## src/gpio_port_map.svh

```systemverilog
// Register indices, address width, widths, reset values and codes of the GPIO port
`ifndef GPIO_PORT_MAP_SVH
`define GPIO_PORT_MAP_SVH

// ====================================================================
// Register indices and APB byte address width
`define IDX_PIN_LEVEL 16'hf250
`define IDX_PIN_DIRECTION 16'hf251
`define IDX_DRIVE_CONFIG_LOW 16'hf252
`define IDX_DRIVE_CONFIG_HIGH 16'hf253
`define ADDR_W 18

// ====================================================================
// Widths and reset values
`define PORT_W 8
`define REG_RESET 8'h00

// ====================================================================
// Per-pin drive / termination codes, {config_high, config_low}
`define CODE_HIZ 2'b00
`define CODE_PCH 2'b01
`define CODE_NCH 2'b10
`define CODE_CMOS 2'b11
`define CODE_PULL_DOWN 2'b01
`define CODE_PULL_UP 2'b10

`endif

```

## src/gpio_port_pkg.sv

```systemverilog
// Types shared by the GPIO port modules
package gpio_port_pkg;

  typedef enum logic [2:0]
  {
    SEL_NONE = 3'h0,
    SEL_LEVEL = 3'h1,
    SEL_DIR = 3'h2,
    SEL_CFG_LO = 3'h3,
    SEL_CFG_HI = 3'h4
  } reg_sel_t;

  typedef struct packed
  {
    logic [7:0] level;
    logic [7:0] dir;
    logic [7:0] cfg_lo;
    logic [7:0] cfg_hi;
    logic [15:0] rdata;
    logic err;
  } state_t;

  function automatic logic [17:0] byte_addr(input logic [15:0] idx);
    byte_addr = {idx, 2'b00};
  endfunction

endpackage

```

## src/port_ctrl_if.sv

```systemverilog
// Register values and pin signals passed between controller and pad logic
`timescale 1ns/10ps
`include "gpio_port_map.svh"
interface port_ctrl_if;
  logic [`PORT_W-1:0] level;
  logic [`PORT_W-1:0] dir;
  logic [`PORT_W-1:0] cfg_lo;
  logic [`PORT_W-1:0] cfg_hi;
  logic [`PORT_W-1:0] pin_out;
  logic [`PORT_W-1:0] pin_oe;
  logic [`PORT_W-1:0] pull_up;
  logic [`PORT_W-1:0] pull_down;

  modport ctrl
  (
    output level, dir, cfg_lo, cfg_hi,
    input pin_out, pin_oe, pull_up, pull_down
  );
  modport pad
  (
    input level, dir, cfg_lo, cfg_hi,
    output pin_out, pin_oe, pull_up, pull_down
  );
endinterface

```

## src/apb_reg_decode.sv

```systemverilog
// APB address decode to register select
`timescale 1ns/10ps
`include "gpio_port_map.svh"
module apb_reg_decode
(
  input wire logic [31:0] paddr, // APB byte address
  output gpio_port_pkg::reg_sel_t sel // Selected register
);
  always_comb
  begin
    sel = gpio_port_pkg::SEL_NONE;
    // Upper address bits must be zero; no aliasing
    if (paddr[31:`ADDR_W] == '0)
    begin
      case (paddr[`ADDR_W-1:0])
        gpio_port_pkg::byte_addr(`IDX_PIN_LEVEL):
          sel = gpio_port_pkg::SEL_LEVEL;
        gpio_port_pkg::byte_addr(`IDX_PIN_DIRECTION):
          sel = gpio_port_pkg::SEL_DIR;
        gpio_port_pkg::byte_addr(`IDX_DRIVE_CONFIG_LOW):
          sel = gpio_port_pkg::SEL_CFG_LO;
        gpio_port_pkg::byte_addr(`IDX_DRIVE_CONFIG_HIGH):
          sel = gpio_port_pkg::SEL_CFG_HI;
        default:
          sel = gpio_port_pkg::SEL_NONE;
      endcase
    end
  end
endmodule

```

## src/pin_drive.sv

```systemverilog
// Per-pin drive type and input termination decode
`timescale 1ns/10ps
`include "gpio_port_map.svh"
module pin_drive
(
  port_ctrl_if.pad p // Register values in, pad controls out
);
  logic [1:0] code;

  always_comb
  begin
    code = 2'b00;
    p.pin_out = '0;
    p.pin_oe = '0;
    p.pull_up = '0;
    p.pull_down = '0;
    for (int i = 0; i < `PORT_W; i++)
    begin
      code = {p.cfg_hi[i], p.cfg_lo[i]};
      if (!p.dir[i])
      begin
        case (code)
          `CODE_PCH:
          begin
            // Only the high side exists
            p.pin_out[i] = 1'b1;
            p.pin_oe[i] = p.level[i];
          end
          `CODE_NCH:
          begin
            p.pin_out[i] = 1'b0;
            p.pin_oe[i] = ~p.level[i];
          end
          `CODE_CMOS:
          begin
            p.pin_out[i] = p.level[i];
            p.pin_oe[i] = 1'b1;
          end
          default:
          begin
            p.pin_out[i] = 1'b0;
            p.pin_oe[i] = 1'b0;
          end
        endcase
      end
      else
      begin
        // Code 11 falls back to a floating input
        p.pull_down[i] = (code == `CODE_PULL_DOWN);
        p.pull_up[i] = (code == `CODE_PULL_UP);
      end
    end
  end
endmodule

```

## src/gpio_port.sv

```systemverilog
// Eight-bit GPIO port with APB register access
`timescale 1ns/10ps
`include "gpio_port_map.svh"

module gpio_port
(
  input wire logic pclk, // APB clock, 200 MHz
  input wire logic presetn, // Async reset, active low
  input wire logic psel, // APB select
  input wire logic penable, // APB enable
  input wire logic pwrite, // APB direction, 1 write
  input wire logic [31:0] paddr, // APB byte address
  input wire logic [31:0] pwdata, // APB write data
  input wire logic [3:0] pstrb, // APB write byte strobes
  output logic [31:0] prdata, // APB read data
  output logic pready, // APB ready
  output logic pslverr, // APB error
  input wire logic [`PORT_W-1:0] pin_in, // Pin levels
  output logic [`PORT_W-1:0] pin_out, // Pin drive value
  output logic [`PORT_W-1:0] pin_oe, // Pin drive enable
  output logic [`PORT_W-1:0] pull_up_en, // Pull-up enable
  output logic [`PORT_W-1:0] pull_down_en // Pull-down enable
);

  // ==================================================================
  // State and decode
  gpio_port_pkg::state_t s_r;
  gpio_port_pkg::state_t s_nxt;
  gpio_port_pkg::reg_sel_t sel;
  logic setup;
  logic access;
  logic wr_take;
  logic bad;
  logic [`PORT_W-1:0] level_view;

  port_ctrl_if pc ();

  apb_reg_decode u_decode
  (
    .paddr(paddr),
    .sel(sel)
  );

  pin_drive u_pins
  (
    .p(pc.pad)
  );

  assign pc.level = s_r.level;
  assign pc.dir = s_r.dir;
  assign pc.cfg_lo = s_r.cfg_lo;
  assign pc.cfg_hi = s_r.cfg_hi;
  assign pin_out = pc.pin_out;
  assign pin_oe = pc.pin_oe;
  assign pull_up_en = pc.pull_up;
  assign pull_down_en = pc.pull_down;

  assign setup = psel & ~penable;
  assign access = psel & penable;
  // No wait states: the answer is decided in the setup cycle
  assign pready = 1'b1;
  assign wr_take = access & pwrite & ~s_r.err;
  assign prdata = {16'h0000, s_r.rdata};
  assign pslverr = access & s_r.err;

  // Written bits for outputs, live pin for inputs
  assign level_view = (s_r.level & ~s_r.dir) | (pin_in & s_r.dir);

  // ==================================================================
  // Access checks
  always_comb
  begin
    bad = 1'b0;
    case (sel)
      gpio_port_pkg::SEL_LEVEL,
      gpio_port_pkg::SEL_DIR:
        bad = pwrite & (pstrb[3:1] != 3'b000);
      gpio_port_pkg::SEL_CFG_LO:
        bad = pwrite & (pstrb[3:2] != 2'b00);
      gpio_port_pkg::SEL_CFG_HI:
        bad = pwrite & (pstrb[3:1] != 3'b000);
      default:
        bad = 1'b1;
    endcase
  end

  // ==================================================================
  // Next state
  always_comb
  begin
    s_nxt = s_r;
    if (setup)
    begin
      s_nxt.err = bad;
      s_nxt.rdata = 16'h0000;
      if (!pwrite && !bad)
      begin
        case (sel)
          gpio_port_pkg::SEL_LEVEL:
            s_nxt.rdata = {8'h00, level_view};
          gpio_port_pkg::SEL_DIR:
            s_nxt.rdata = {8'h00, s_r.dir};
          gpio_port_pkg::SEL_CFG_LO:
            s_nxt.rdata = {s_r.cfg_hi, s_r.cfg_lo};
          gpio_port_pkg::SEL_CFG_HI:
            s_nxt.rdata = {8'h00, s_r.cfg_hi};
          default:
            s_nxt.rdata = 16'h0000;
        endcase
      end
    end
    if (wr_take)
    begin
      case (sel)
        gpio_port_pkg::SEL_LEVEL:
          if (pstrb[0])
            s_nxt.level = pwdata[7:0];
        gpio_port_pkg::SEL_DIR:
          if (pstrb[0])
            s_nxt.dir = pwdata[7:0];
        gpio_port_pkg::SEL_CFG_LO:
        begin
          if (pstrb[0])
            s_nxt.cfg_lo = pwdata[7:0];
          if (pstrb[1])
            s_nxt.cfg_hi = pwdata[15:8];
        end
        gpio_port_pkg::SEL_CFG_HI:
          if (pstrb[0])
            s_nxt.cfg_hi = pwdata[7:0];
        default:
          s_nxt.level = s_r.level;
      endcase
    end
  end

  always_ff @(posedge pclk or negedge presetn)
  begin
    if (!presetn)
    begin
      s_r.level <= `REG_RESET;
      s_r.dir <= `REG_RESET;
      s_r.cfg_lo <= `REG_RESET;
      s_r.cfg_hi <= `REG_RESET;
      s_r.rdata <= 16'h0000;
      s_r.err <= 1'b0;
    end
    else
      s_r <= s_nxt;
  end

  // ==================================================================
  // Assertions
  property p_dir_reset;
    @(posedge pclk)
    $rose(presetn) |-> (s_r.dir == 8'h00) && (pin_oe == 8'h00);
  endproperty
  a_dir_reset: assert property (p_dir_reset)
    else $error("direction or drive not reset");

  property p_cmos_drive;
    @(posedge pclk) disable iff (!presetn)
    ((~s_r.dir & s_r.cfg_lo & s_r.cfg_hi & (pin_out ^ s_r.level)) == 8'h00)
      && ((~s_r.dir & s_r.cfg_lo & s_r.cfg_hi & ~pin_oe) == 8'h00);
  endproperty
  a_cmos_drive: assert property (p_cmos_drive)
    else $error("CMOS pin not driving level");

  property p_read_out;
    @(posedge pclk) disable iff (!presetn)
    setup && !pwrite && sel == gpio_port_pkg::SEL_LEVEL |=>
      ((prdata[7:0] ^ $past(s_r.level)) & ~$past(s_r.dir)) == 8'h00;
  endproperty
  a_read_out: assert property (p_read_out)
    else $error("output pin readback wrong");

  property p_read_in;
    @(posedge pclk) disable iff (!presetn)
    setup && !pwrite && sel == gpio_port_pkg::SEL_LEVEL |=>
      ((prdata[7:0] ^ $past(pin_in)) & $past(s_r.dir)) == 8'h00;
  endproperty
  a_read_in: assert property (p_read_in)
    else $error("input pin level read wrong");

  property p_nch;
    @(posedge pclk) disable iff (!presetn)
    ((~s_r.dir & ~s_r.cfg_lo & s_r.cfg_hi) & (pin_oe ^ ~s_r.level)) == 8'h00;
  endproperty
  a_nch: assert property (p_nch)
    else $error("N open drain enable wrong");

  property p_pch;
    @(posedge pclk) disable iff (!presetn)
    ((~s_r.dir & s_r.cfg_lo & ~s_r.cfg_hi)
      & ((pin_oe ^ s_r.level) | ~pin_out)) == 8'h00;
  endproperty
  a_pch: assert property (p_pch)
    else $error("P open drain drive wrong");

  property p_pull;
    @(posedge pclk) disable iff (!presetn)
    pull_up_en == (s_r.dir & s_r.cfg_hi & ~s_r.cfg_lo)
      && pull_down_en == (s_r.dir & s_r.cfg_lo & ~s_r.cfg_hi)
      && (pin_oe & s_r.dir) == 8'h00;
  endproperty
  a_pull: assert property (p_pull)
    else $error("input termination wrong");

  property p_dir_write;
    @(posedge pclk) disable iff (!presetn)
    access && pwrite && !pslverr && pstrb[0]
      && sel == gpio_port_pkg::SEL_DIR |=> s_r.dir == $past(pwdata[7:0]);
  endproperty
  a_dir_write: assert property (p_dir_write)
    else $error("direction write lost");

  property p_word_write;
    @(posedge pclk) disable iff (!presetn)
    access && pwrite && !pslverr && pstrb[1:0] == 2'b11
      && sel == gpio_port_pkg::SEL_CFG_LO |=>
      {s_r.cfg_hi, s_r.cfg_lo} == $past(pwdata[15:0]);
  endproperty
  a_word_write: assert property (p_word_write)
    else $error("16-bit config write wrong");

  property p_hi_byte_only;
    @(posedge pclk) disable iff (!presetn)
    access && pwrite && pstrb[1] && sel == gpio_port_pkg::SEL_CFG_HI |->
      pslverr ##1 $stable(s_r.cfg_hi);
  endproperty
  a_hi_byte_only: assert property (p_hi_byte_only)
    else $error("wide access to config high accepted");

  property p_level_write;
    @(posedge pclk) disable iff (!presetn)
    access && pwrite && !pslverr && pstrb[0]
      && sel == gpio_port_pkg::SEL_LEVEL |=>
      s_r.level == $past(pwdata[7:0]);
  endproperty
  a_level_write: assert property (p_level_write)
    else $error("level write lost");

  property p_lo_write;
    @(posedge pclk) disable iff (!presetn)
    access && pwrite && !pslverr && pstrb[0]
      && sel == gpio_port_pkg::SEL_CFG_LO |=>
      s_r.cfg_lo == $past(pwdata[7:0]);
  endproperty
  a_lo_write: assert property (p_lo_write)
    else $error("config low write lost");

  property p_hi_write;
    @(posedge pclk) disable iff (!presetn)
    access && pwrite && !pslverr && pstrb[0]
      && sel == gpio_port_pkg::SEL_CFG_HI |=>
      s_r.cfg_hi == $past(pwdata[7:0]);
  endproperty
  a_hi_write: assert property (p_hi_write)
    else $error("config high byte write lost");

  property p_refused;
    @(posedge pclk) disable iff (!presetn)
    access && pslverr |=> $stable(s_r.level) && $stable(s_r.dir)
      && $stable(s_r.cfg_lo) && $stable(s_r.cfg_hi);
  endproperty
  a_refused: assert property (p_refused)
    else $error("refused access changed a register");

  property p_idle_hold;
    @(posedge pclk) disable iff (!presetn)
    !(access && pwrite) |=> $stable(s_r.level) && $stable(s_r.dir)
      && $stable(s_r.cfg_lo) && $stable(s_r.cfg_hi);
  endproperty
  a_idle_hold: assert property (p_idle_hold)
    else $error("register changed without a write");

  property p_hiz_out;
    @(posedge pclk) disable iff (!presetn)
    (~s_r.dir & ~s_r.cfg_lo & ~s_r.cfg_hi & pin_oe) == 8'h00;
  endproperty
  a_hiz_out: assert property (p_hiz_out)
    else $error("high-impedance output driven");

  property p_nch_low;
    @(posedge pclk) disable iff (!presetn)
    (~s_r.dir & ~s_r.cfg_lo & s_r.cfg_hi & pin_oe & pin_out) == 8'h00;
  endproperty
  a_nch_low: assert property (p_nch_low)
    else $error("N open drain drove high");

  property p_read_dir;
    @(posedge pclk) disable iff (!presetn)
    setup && !pwrite && sel == gpio_port_pkg::SEL_DIR |=>
      prdata == {24'h000000, $past(s_r.dir)};
  endproperty
  a_read_dir: assert property (p_read_dir)
    else $error("direction read wrong");

  property p_read_word;
    @(posedge pclk) disable iff (!presetn)
    setup && !pwrite && sel == gpio_port_pkg::SEL_CFG_LO |=>
      prdata == {16'h0000, $past(s_r.cfg_hi), $past(s_r.cfg_lo)};
  endproperty
  a_read_word: assert property (p_read_word)
    else $error("config word read wrong");

  property p_read_hi;
    @(posedge pclk) disable iff (!presetn)
    setup && !pwrite && sel == gpio_port_pkg::SEL_CFG_HI |=>
      prdata == {24'h000000, $past(s_r.cfg_hi)};
  endproperty
  a_read_hi: assert property (p_read_hi)
    else $error("config high read wrong");

  property p_unmapped;
    @(posedge pclk) disable iff (!presetn)
    setup && sel == gpio_port_pkg::SEL_NONE |=>
      s_r.err && prdata == 32'h00000000;
  endproperty
  a_unmapped: assert property (p_unmapped)
    else $error("unmapped access not refused");

  property p_reset_all;
    @(posedge pclk)
    $rose(presetn) |-> s_r.level == 8'h00 && s_r.cfg_lo == 8'h00
      && s_r.cfg_hi == 8'h00 && prdata == 32'h00000000 && !pslverr;
  endproperty
  a_reset_all: assert property (p_reset_all)
    else $error("registers not reset");

  property p_rdata_hold;
    @(posedge pclk) disable iff (!presetn)
    !setup |=> $stable(prdata);
  endproperty
  a_rdata_hold: assert property (p_rdata_hold)
    else $error("read data did not stand");

  c_cmos: cover property (@(posedge pclk) disable iff (!presetn)
    pin_oe[0] && s_r.cfg_lo[0] && s_r.cfg_hi[0] && !s_r.dir[0]);
  c_pull_up: cover property (@(posedge pclk) disable iff (!presetn)
    pull_up_en != 8'h00);
  c_word: cover property (@(posedge pclk) disable iff (!presetn)
    access && pwrite && pstrb[1] && sel == gpio_port_pkg::SEL_CFG_LO);
  c_err: cover property (@(posedge pclk) disable iff (!presetn)
    pslverr);

endmodule

```

## config.mk

```make
export PLATFORM = sky130hd
export DESIGN_NAME = gpio_port
export DESIGN_NICKNAME = d
export VERILOG_FILES = /design/src/gpio_port_pkg.sv /design/src/port_ctrl_if.sv /design/src/apb_reg_decode.sv /design/src/pin_drive.sv /design/src/gpio_port.sv
export VERILOG_INCLUDE_DIRS = /design/src /design/src/src
export SDC_FILE = /design/constraint.sdc
export NUM_CORES = 1
export LEC_CHECK = 0
export BUFFER_PORTS_ARGS = -buffer_cell sky130_fd_sc_hd__buf_2
export CAP_MARGIN = 20
export CELL_PAD_IN_SITES_DETAIL_PLACEMENT = 1
export CELL_PAD_IN_SITES_GLOBAL_PLACEMENT = 1
export CORE_MARGIN = 2
export CORE_UTILIZATION = 34
export DETAILED_ROUTE_END_ITERATION = 10
export PLACE_DENSITY_LB_ADDON = 0.1
export SLEW_MARGIN = 25
export SYNTH_ARGS = -nofsm -noshare
export SYNTH_HDL_FRONTEND = slang
export SYNTH_SLANG_ARGS = --single-unit
```

## constraint.sdc

```tcl
create_clock -name pclk -period 2.12 [get_ports pclk]
set_input_delay 0.424 -clock pclk [delete_from_list [all_inputs] [get_ports pclk]]
set_output_delay 0.424 -clock pclk [all_outputs]
set_load 0.1 [all_outputs]
```

==> flow_metrics.tcl, run 1 <==
set metrics [dict create \
    ios 147 \
    yosysUniqueCellTypes 33 \
    htreeDepth 2 \
    ff_latch_area_sq_um 1230 \
    ir_drop_mv 0.516 \
    grt_pass1_wl_um 13600 \
    period_needed_ns 2.25 \
    cts_root_buf "clkbuf_8" \
    setup_slack_ns -0.131 \
    multiInputGateArea_sq_um 1740 \
    die_h_um 97.3 \
    ctsHoldBuffers 0 \
    drtPass1Iterations 4 \
    timing.rr.start "s_r[0]" \
    critPathArrivalTime_ns 2.45 \
    die_x_um 97.3 \
    initial_core_util 0.344 \
    synth_xor_area_frac 0 \
    numCtsBuffers 5 \
    finalMaxSlewViolations 0 \
    rsz0062_at_grt "true" \
    dp_hpwl_um 6510 \
    fin_tns_setup_ns -3.44 \
    overflow 0 \
    max_stage_delay_ns 0.63 \
    skew_ns 0.00885 \
    cp.required_ns 2.32 \
    path_cells "buf_6, or4_1, or4_4, nor3_4, buf_6, mux2_2" \
    async_reset_ff_frac 1.00 \
    wl_per_cell_um 16.7 \
    clock_path_buffers 2 \
    area_growth_pct 36.6 \
    cts_tree "done" \
    diodes 0 \
    cpMaxStageDelayCell "or4_4" \
    yosysWarnings 0 \
    wl_um 8410 \
    fmax_ghz 0.444 \
    drive_gt1_frac 0.554 \
    p_leak_nw 2.13 \
    worst_skew_pair.late_latency_ns 0.31 \
    yosys.area_share.simple 0.172 \
    crit_type "primary input to register" \
    synth_mux_area_frac 0.183 \
    syn-cell-area_sq_um 2960 \
    fp.dieArea_sq_um 9460 \
    status "complete, but fails checks" \
    netlist_instances 279 \
    setup_violations 48 \
    ant_nets 0 \
    final_cell_mix "103 x buf_2, 49 x dfrtp_1, 29 x mux2_4" \
    hold_viol_final 0 \
    synthAdderAreaFrac 0 \
    synth_compound_area_frac 0.124 \
    layout.cells.most_common "buf_2" \
    avgSynthCellArea_sq_um 10.6 \
    viasPerCell 5.02 \
    io_buffers 113 \
    antenna_found_initial 0 \
    drc 0 \
    slew-limit-headroom 0.632 \
    synth_top_family_by_area "multiplexers" \
    drv_cap 0 \
    crit_start "paddr[19]" \
    cp-end-kind "register" \
    powerDensity_nw_per_um2 451 \
    utilization 0.470 \
    tightestPinTransition_ns 0.553 \
    post-route-period-util 1.06 \
    finalNetCount 475 \
    rows 34 \
    synth_edf_count 0 \
    clk_pin_slew_worst_paths_ns 0.09 \
    seq_area_frac_synth 0.415 \
    grt.total_usage 0.179 \
    vias 2525 \
    clock_sinks 49 \
    grt_pass1_vias 2599 \
    place_congestion 0.761 \
    violations "setup timing" \
    core_area_sq_um 8590 \
    fill_cells 988 \
    yosys_most_used_dff "dfrtp_1" \
    critPathLaunchType "primary input" \
    synth-seq-cells 49 \
    drtIter0Drc 57 \
    hp-class "primary input to async pin" \
    cp_max_fo 5 \
    cpMostUsedCell "buf_6" \
    grt_max_degree 29 \
]
==> Yosys cell counts, drive strengths merged (6+ instances only) <==
master,instances,area share
buf,36,0.091
a32o,8,0.027
mux2i,8,0.027
a22o,8,0.024
clkbuf,8,0.010
nor3b,8,0.020
nor2,26,0.033
o21a,8,0.020
mux2,41,0.16
nor2b,9,0.019
a21oi,16,0.027
nand2,11,0.014
dfrtp,49,0.41
nor4,6,0.023
a211oi,9,0.023
and3b,8,0.024
==> where the power goes <==
part           internal [mW]  leakage (nW)  switching (mW)  total, mW
Clock                  0.235        0.0445           0.332      0.567
Sequential             0.936         0.682         0.00143      0.937
Combinational         0.0852          1.40           0.234      0.319
Total                   1.26          2.13           0.568       1.82
==> registers in the layout, summed over array words and instances, names as in the netlist <==
signal / cells
prdata: 16
pc.cfg_hi: 8
pc.cfg_lo: 8
pc.dir: 8
pc.level: 8
s_r: 1
==> worst paths after layout <==
check | endpoint | slack (ns) | cells past startpoint
setup / recovery | pc.level[7] | -0.13 | 6
hold / removal | pc.cfg_lo[7] | 0.09 | 1
setup reg to reg | pc.dir[3] | 0.33 | 5
hold reg to reg | prdata[15] | 0.50 | 1
max in group asynchronous | pc.cfg_hi[2] | 1.48 | 2
min in group pclk | pc.dir[2] | 0.39 | 2
==> through the flow <==
step,total power [mW],instances,cell area (sq um),hold slack (ns),setup slack [ns]
after floorplan,1.18,294,3210,0.128,-0.315
after global placement,1.27,495,3810,0.446,-0.486
after detailed placement,1.27,495,3810,0.449,-0.474
after CTS,1.84,504,4010,0.109,-0.118
after global routing,1.90,503,4040,0.115,-0.174
final,1.82,503,4040,0.0925,-0.131
==> layer usage <==
layer  global-route usage  vias up  wire length [um]
li1                     -     1197                 -
met1                0.220     1251              3520
met2                0.312       69              4330
met3               0.0475        8               450
met4               0.0491        0               115
met5                    0        -                 0
==> critical path, delay by kind of cell <==
family	cells	cell delay [ns]
multiplexers	1	0.33
AND/OR/NAND/NOR	3	1.45
buffers and inverters	2	0.25
==> cell type report <==
| class | instances | share of cell area |
|---|---|---|
| flip-flops and latches | 49 | 0.304 |
| clock inverters | 3 | 0.00527 |
| clock buffers | 5 | 0.0170 |
| multi-input cells | 199 | 0.432 |
| repair buffers | 137 | 0.207 |
| inverters | 2 | 0.00186 |
| well taps | 108 | 0.0335 |
==> cells by family after synthesis <==
family	count (synthesis)
AND/OR/NAND/NOR	82
AO/OA/AOI/OAI	51
multiplexers	49
flip-flops	49
buffers and inverters	46
other	2
==> timing repair <==
action	in CTS	in global routing
resized for setup	24	14
setup buffers	1	0
pin swaps	0	5
gates cloned	0	0
endpoints found under the setup margin	39	56
(Power assumes the default switching activity.)
==> run 2: changes to the inputs <==
CORE_UTILIZATION = 36   (was 34)
CTS_BUF_LIST = sky130_fd_sc_hd__clkbuf_4 sky130_fd_sc_hd__clkbuf_8   (was default)
SYNTH_HIERARCHICAL = 1   (was default)
==> flow_metrics.tcl, run 2 <==
set metrics [dict create \
    cpMaxStageDelayCell "or4b_4" \
    max_stage_delay_ns 0.53 \
    post-route-period-util 1.14 \
    grt_max_degree 29 \
    slew-limit-headroom 0.658 \
    setup_violations 49 \
    cts_tree "done" \
    critPathLaunchType "primary input" \
    yosysUniqueCellTypes 47 \
    drive_gt1_frac 0.583 \
    cp.required_ns 2.37 \
    place_ws_ns -0.698 \
    power_switching_share 0.285 \
    drv_cap 0 \
    avgSynthCellArea_sq_um 10.4 \
    fmax_ghz 0.413 \
    clk_pin_slew_worst_paths_ns 0.09 \
    numCtsBuffers 5 \
    seqPwrFrac 0.517 \
    viasPerCell 5.11 \
    layout.cells.most_common "buf_2" \
    p_total_mw 1.80 \
    cts_root_buf "clkbuf_8" \
    violations "setup timing" \
    fin_tns_setup_ns -11.41 \
    p_int_mw 1.29 \
    yosysTopAreaCell "dfrtp_1" \
    dp_hpwl_um 7290 \
    yosysWarnings 6 \
    cp-end-kind "register" \
    diodes 0 \
    synth_area_leaders "dfrtp_1 39%, mux2_2 9.3%, buf_4 8.1%" \
    clkPwrFrac 0.335 \
    synth-seq-cells 49 \
    finalMaxSlewViolations 0 \
    overflow 0 \
    final_cell_mix "111 x buf_2, 49 x dfrtp_1, 34 x buf_4" \
    fp.dieArea_sq_um 9540 \
    period_needed_ns 2.42 \
    holdWs_ns 0.0753 \
    place_congestion 0.790 \
    rsz0062_at_grt "true" \
    p_leak_nw 2.27 \
    ant_nets 0 \
    synth_edf_count 0 \
    cpMostUsedCell "buf_4" \
    ir_drop_mv 0.253 \
    worst_skew_pair.late_latency_ns 0.31 \
    io_buffers 113 \
    antenna_found_initial 0 \
    drtIter0Drc 83 \
    place_area_sq_um 4030 \
    htreeDepth 2 \
    cp_max_fo 4 \
    crit_buf_inv 5 \
    skew_ns 0.00483 \
    setup_slack_ns -0.302 \
    status "complete, but fails checks" \
    crit_type "primary input to register" \
    clock_path_buffers 2 \
    ctsHoldBuffers 0 \
    vias 2858 \
    yosys_most_used_dff "dfrtp_1" \
    hp-class "primary input to async pin" \
    grt.total_usage 0.197 \
    ios 147 \
    seq_area_frac_synth 0.388 \
    netlist_instances 303 \
    drc 0 \
    drtPass1Iterations 4 \
    combPwrFrac 0.147 \
    tightestPinTransition_ns 0.514 \
    powerDensity_nw_per_um2 404 \
    initial_core_util 0.368 \
    area_growth_pct 41.5 \
    cp_top_family "simple AND/OR/NAND/NOR gates" \
    wl_um 9870 \
    grt_pass1_vias 2863 \
    core_area_sq_um 8590 \
    path_cells "buf_6, or4b_4, or3b_4, nor3_4, buf_4, buf_6, buf_4, buf_4, nand4b_1, o211a_1, o22ai_2, a22o_1" \
    die_h_um 97.7 \
    stdcell_area_sq_um 4470 \
    netSwitchingPower_uw 514 \
    async_reset_ff_frac 1.00 \
    synthTopCellsByCount "49 x dfrtp_1, 34 x buf_4, 28 x nor2_1" \
    wl_per_cell_um 17.7 \
    r2r_setup_slack_ns 0.44 \
    hold_viol_final 0 \
    fill_cells 983 \
    die_x_um 97.7 \
    clock_sinks 49 \
    grt_pass1_wl_um 14900 \
    yosysMostFrequentCell "dfrtp_1" \
    critPathArrivalTime_ns 2.67 \
    rows 34 \
    finalNetCount 531 \
    largest_reg_flops 16 \
    yosysTopAreaCellShare 0.388 \
    syn-cell-area_sq_um 3160 \
]
[run 2: logic make-up after synthesis]
kind of cell	Yosys count	share of synthesized area
compound gates	49	0.120
xor+xnor	2	0.00555
fa+ha+maj	1	0.00317
buf+inv	49	0.100
flops	49	0.388
mux	42	0.143
other cells	2	0.00238
simple gates	109	0.237
[run 2: layout make-up]
type                       instances  area [sq um]  share of cell area
clock inverter                     1          5.00             0.00112
clock buffer                       7          96.3              0.0216
sequential                        49          1230               0.274
multi-input combinational        220          1910               0.427
tap                              108           135              0.0302
timing repair buffer             168          1070               0.241
inverter                           6          22.5             0.00504
[run 2: stage by stage]
step,std cells,util
final,559,0.520
after global routing,559,0.520
after CTS,545,0.492
after detailed placement,532,0.469
after global placement,532,0.469
after floorplan,318,-
[run 2: worst paths after layout]
path,from,endpoint,cells after the start
min in group pclk,pwdata[4],pc.dir[4],2
worst max-delay path,paddr[5],prdata[2],12
worst max register to register,s_r[0],pc.level[6],5
worst min-delay path,presetn,prdata[5],1
worst min register to register,prdata[15],prdata[15],1
max in group asynchronous,presetn,pc.level[7],2
[run 2: power groups by stage]
| stage | Sequential, mW | Clock [mW] | Combinational (mW) |
|---|---|---|---|
| floorplan | 0.953 | 0 | 0.182 |
| global placement | 0.952 | 0 | 0.258 |
| detailed placement | 0.952 | 0 | 0.260 |
| CTS | 0.934 | 0.628 | 0.263 |
| global route | 0.934 | 0.660 | 0.283 |
| finish | 0.934 | 0.605 | 0.266 |
[run 2: metal layers]
layer / GRT usage / vias to the layer above / share of wire
li1: - / 1353 / -
met2: 0.314 / 91 / 0.48
met5: 0 / - / 0
met3: 0.0381 / 13 / 0.050
met1: 0.276 / 1401 / 0.46
met4: 0.0502 / 0 / 0.014
[run 2: repair_timing]
item	in CTS	in global routing
pin swaps	3	12
gates cloned	0	1
setup endpoints to repair	49	49
setup buffers	5	15
gates resized for setup	13	33
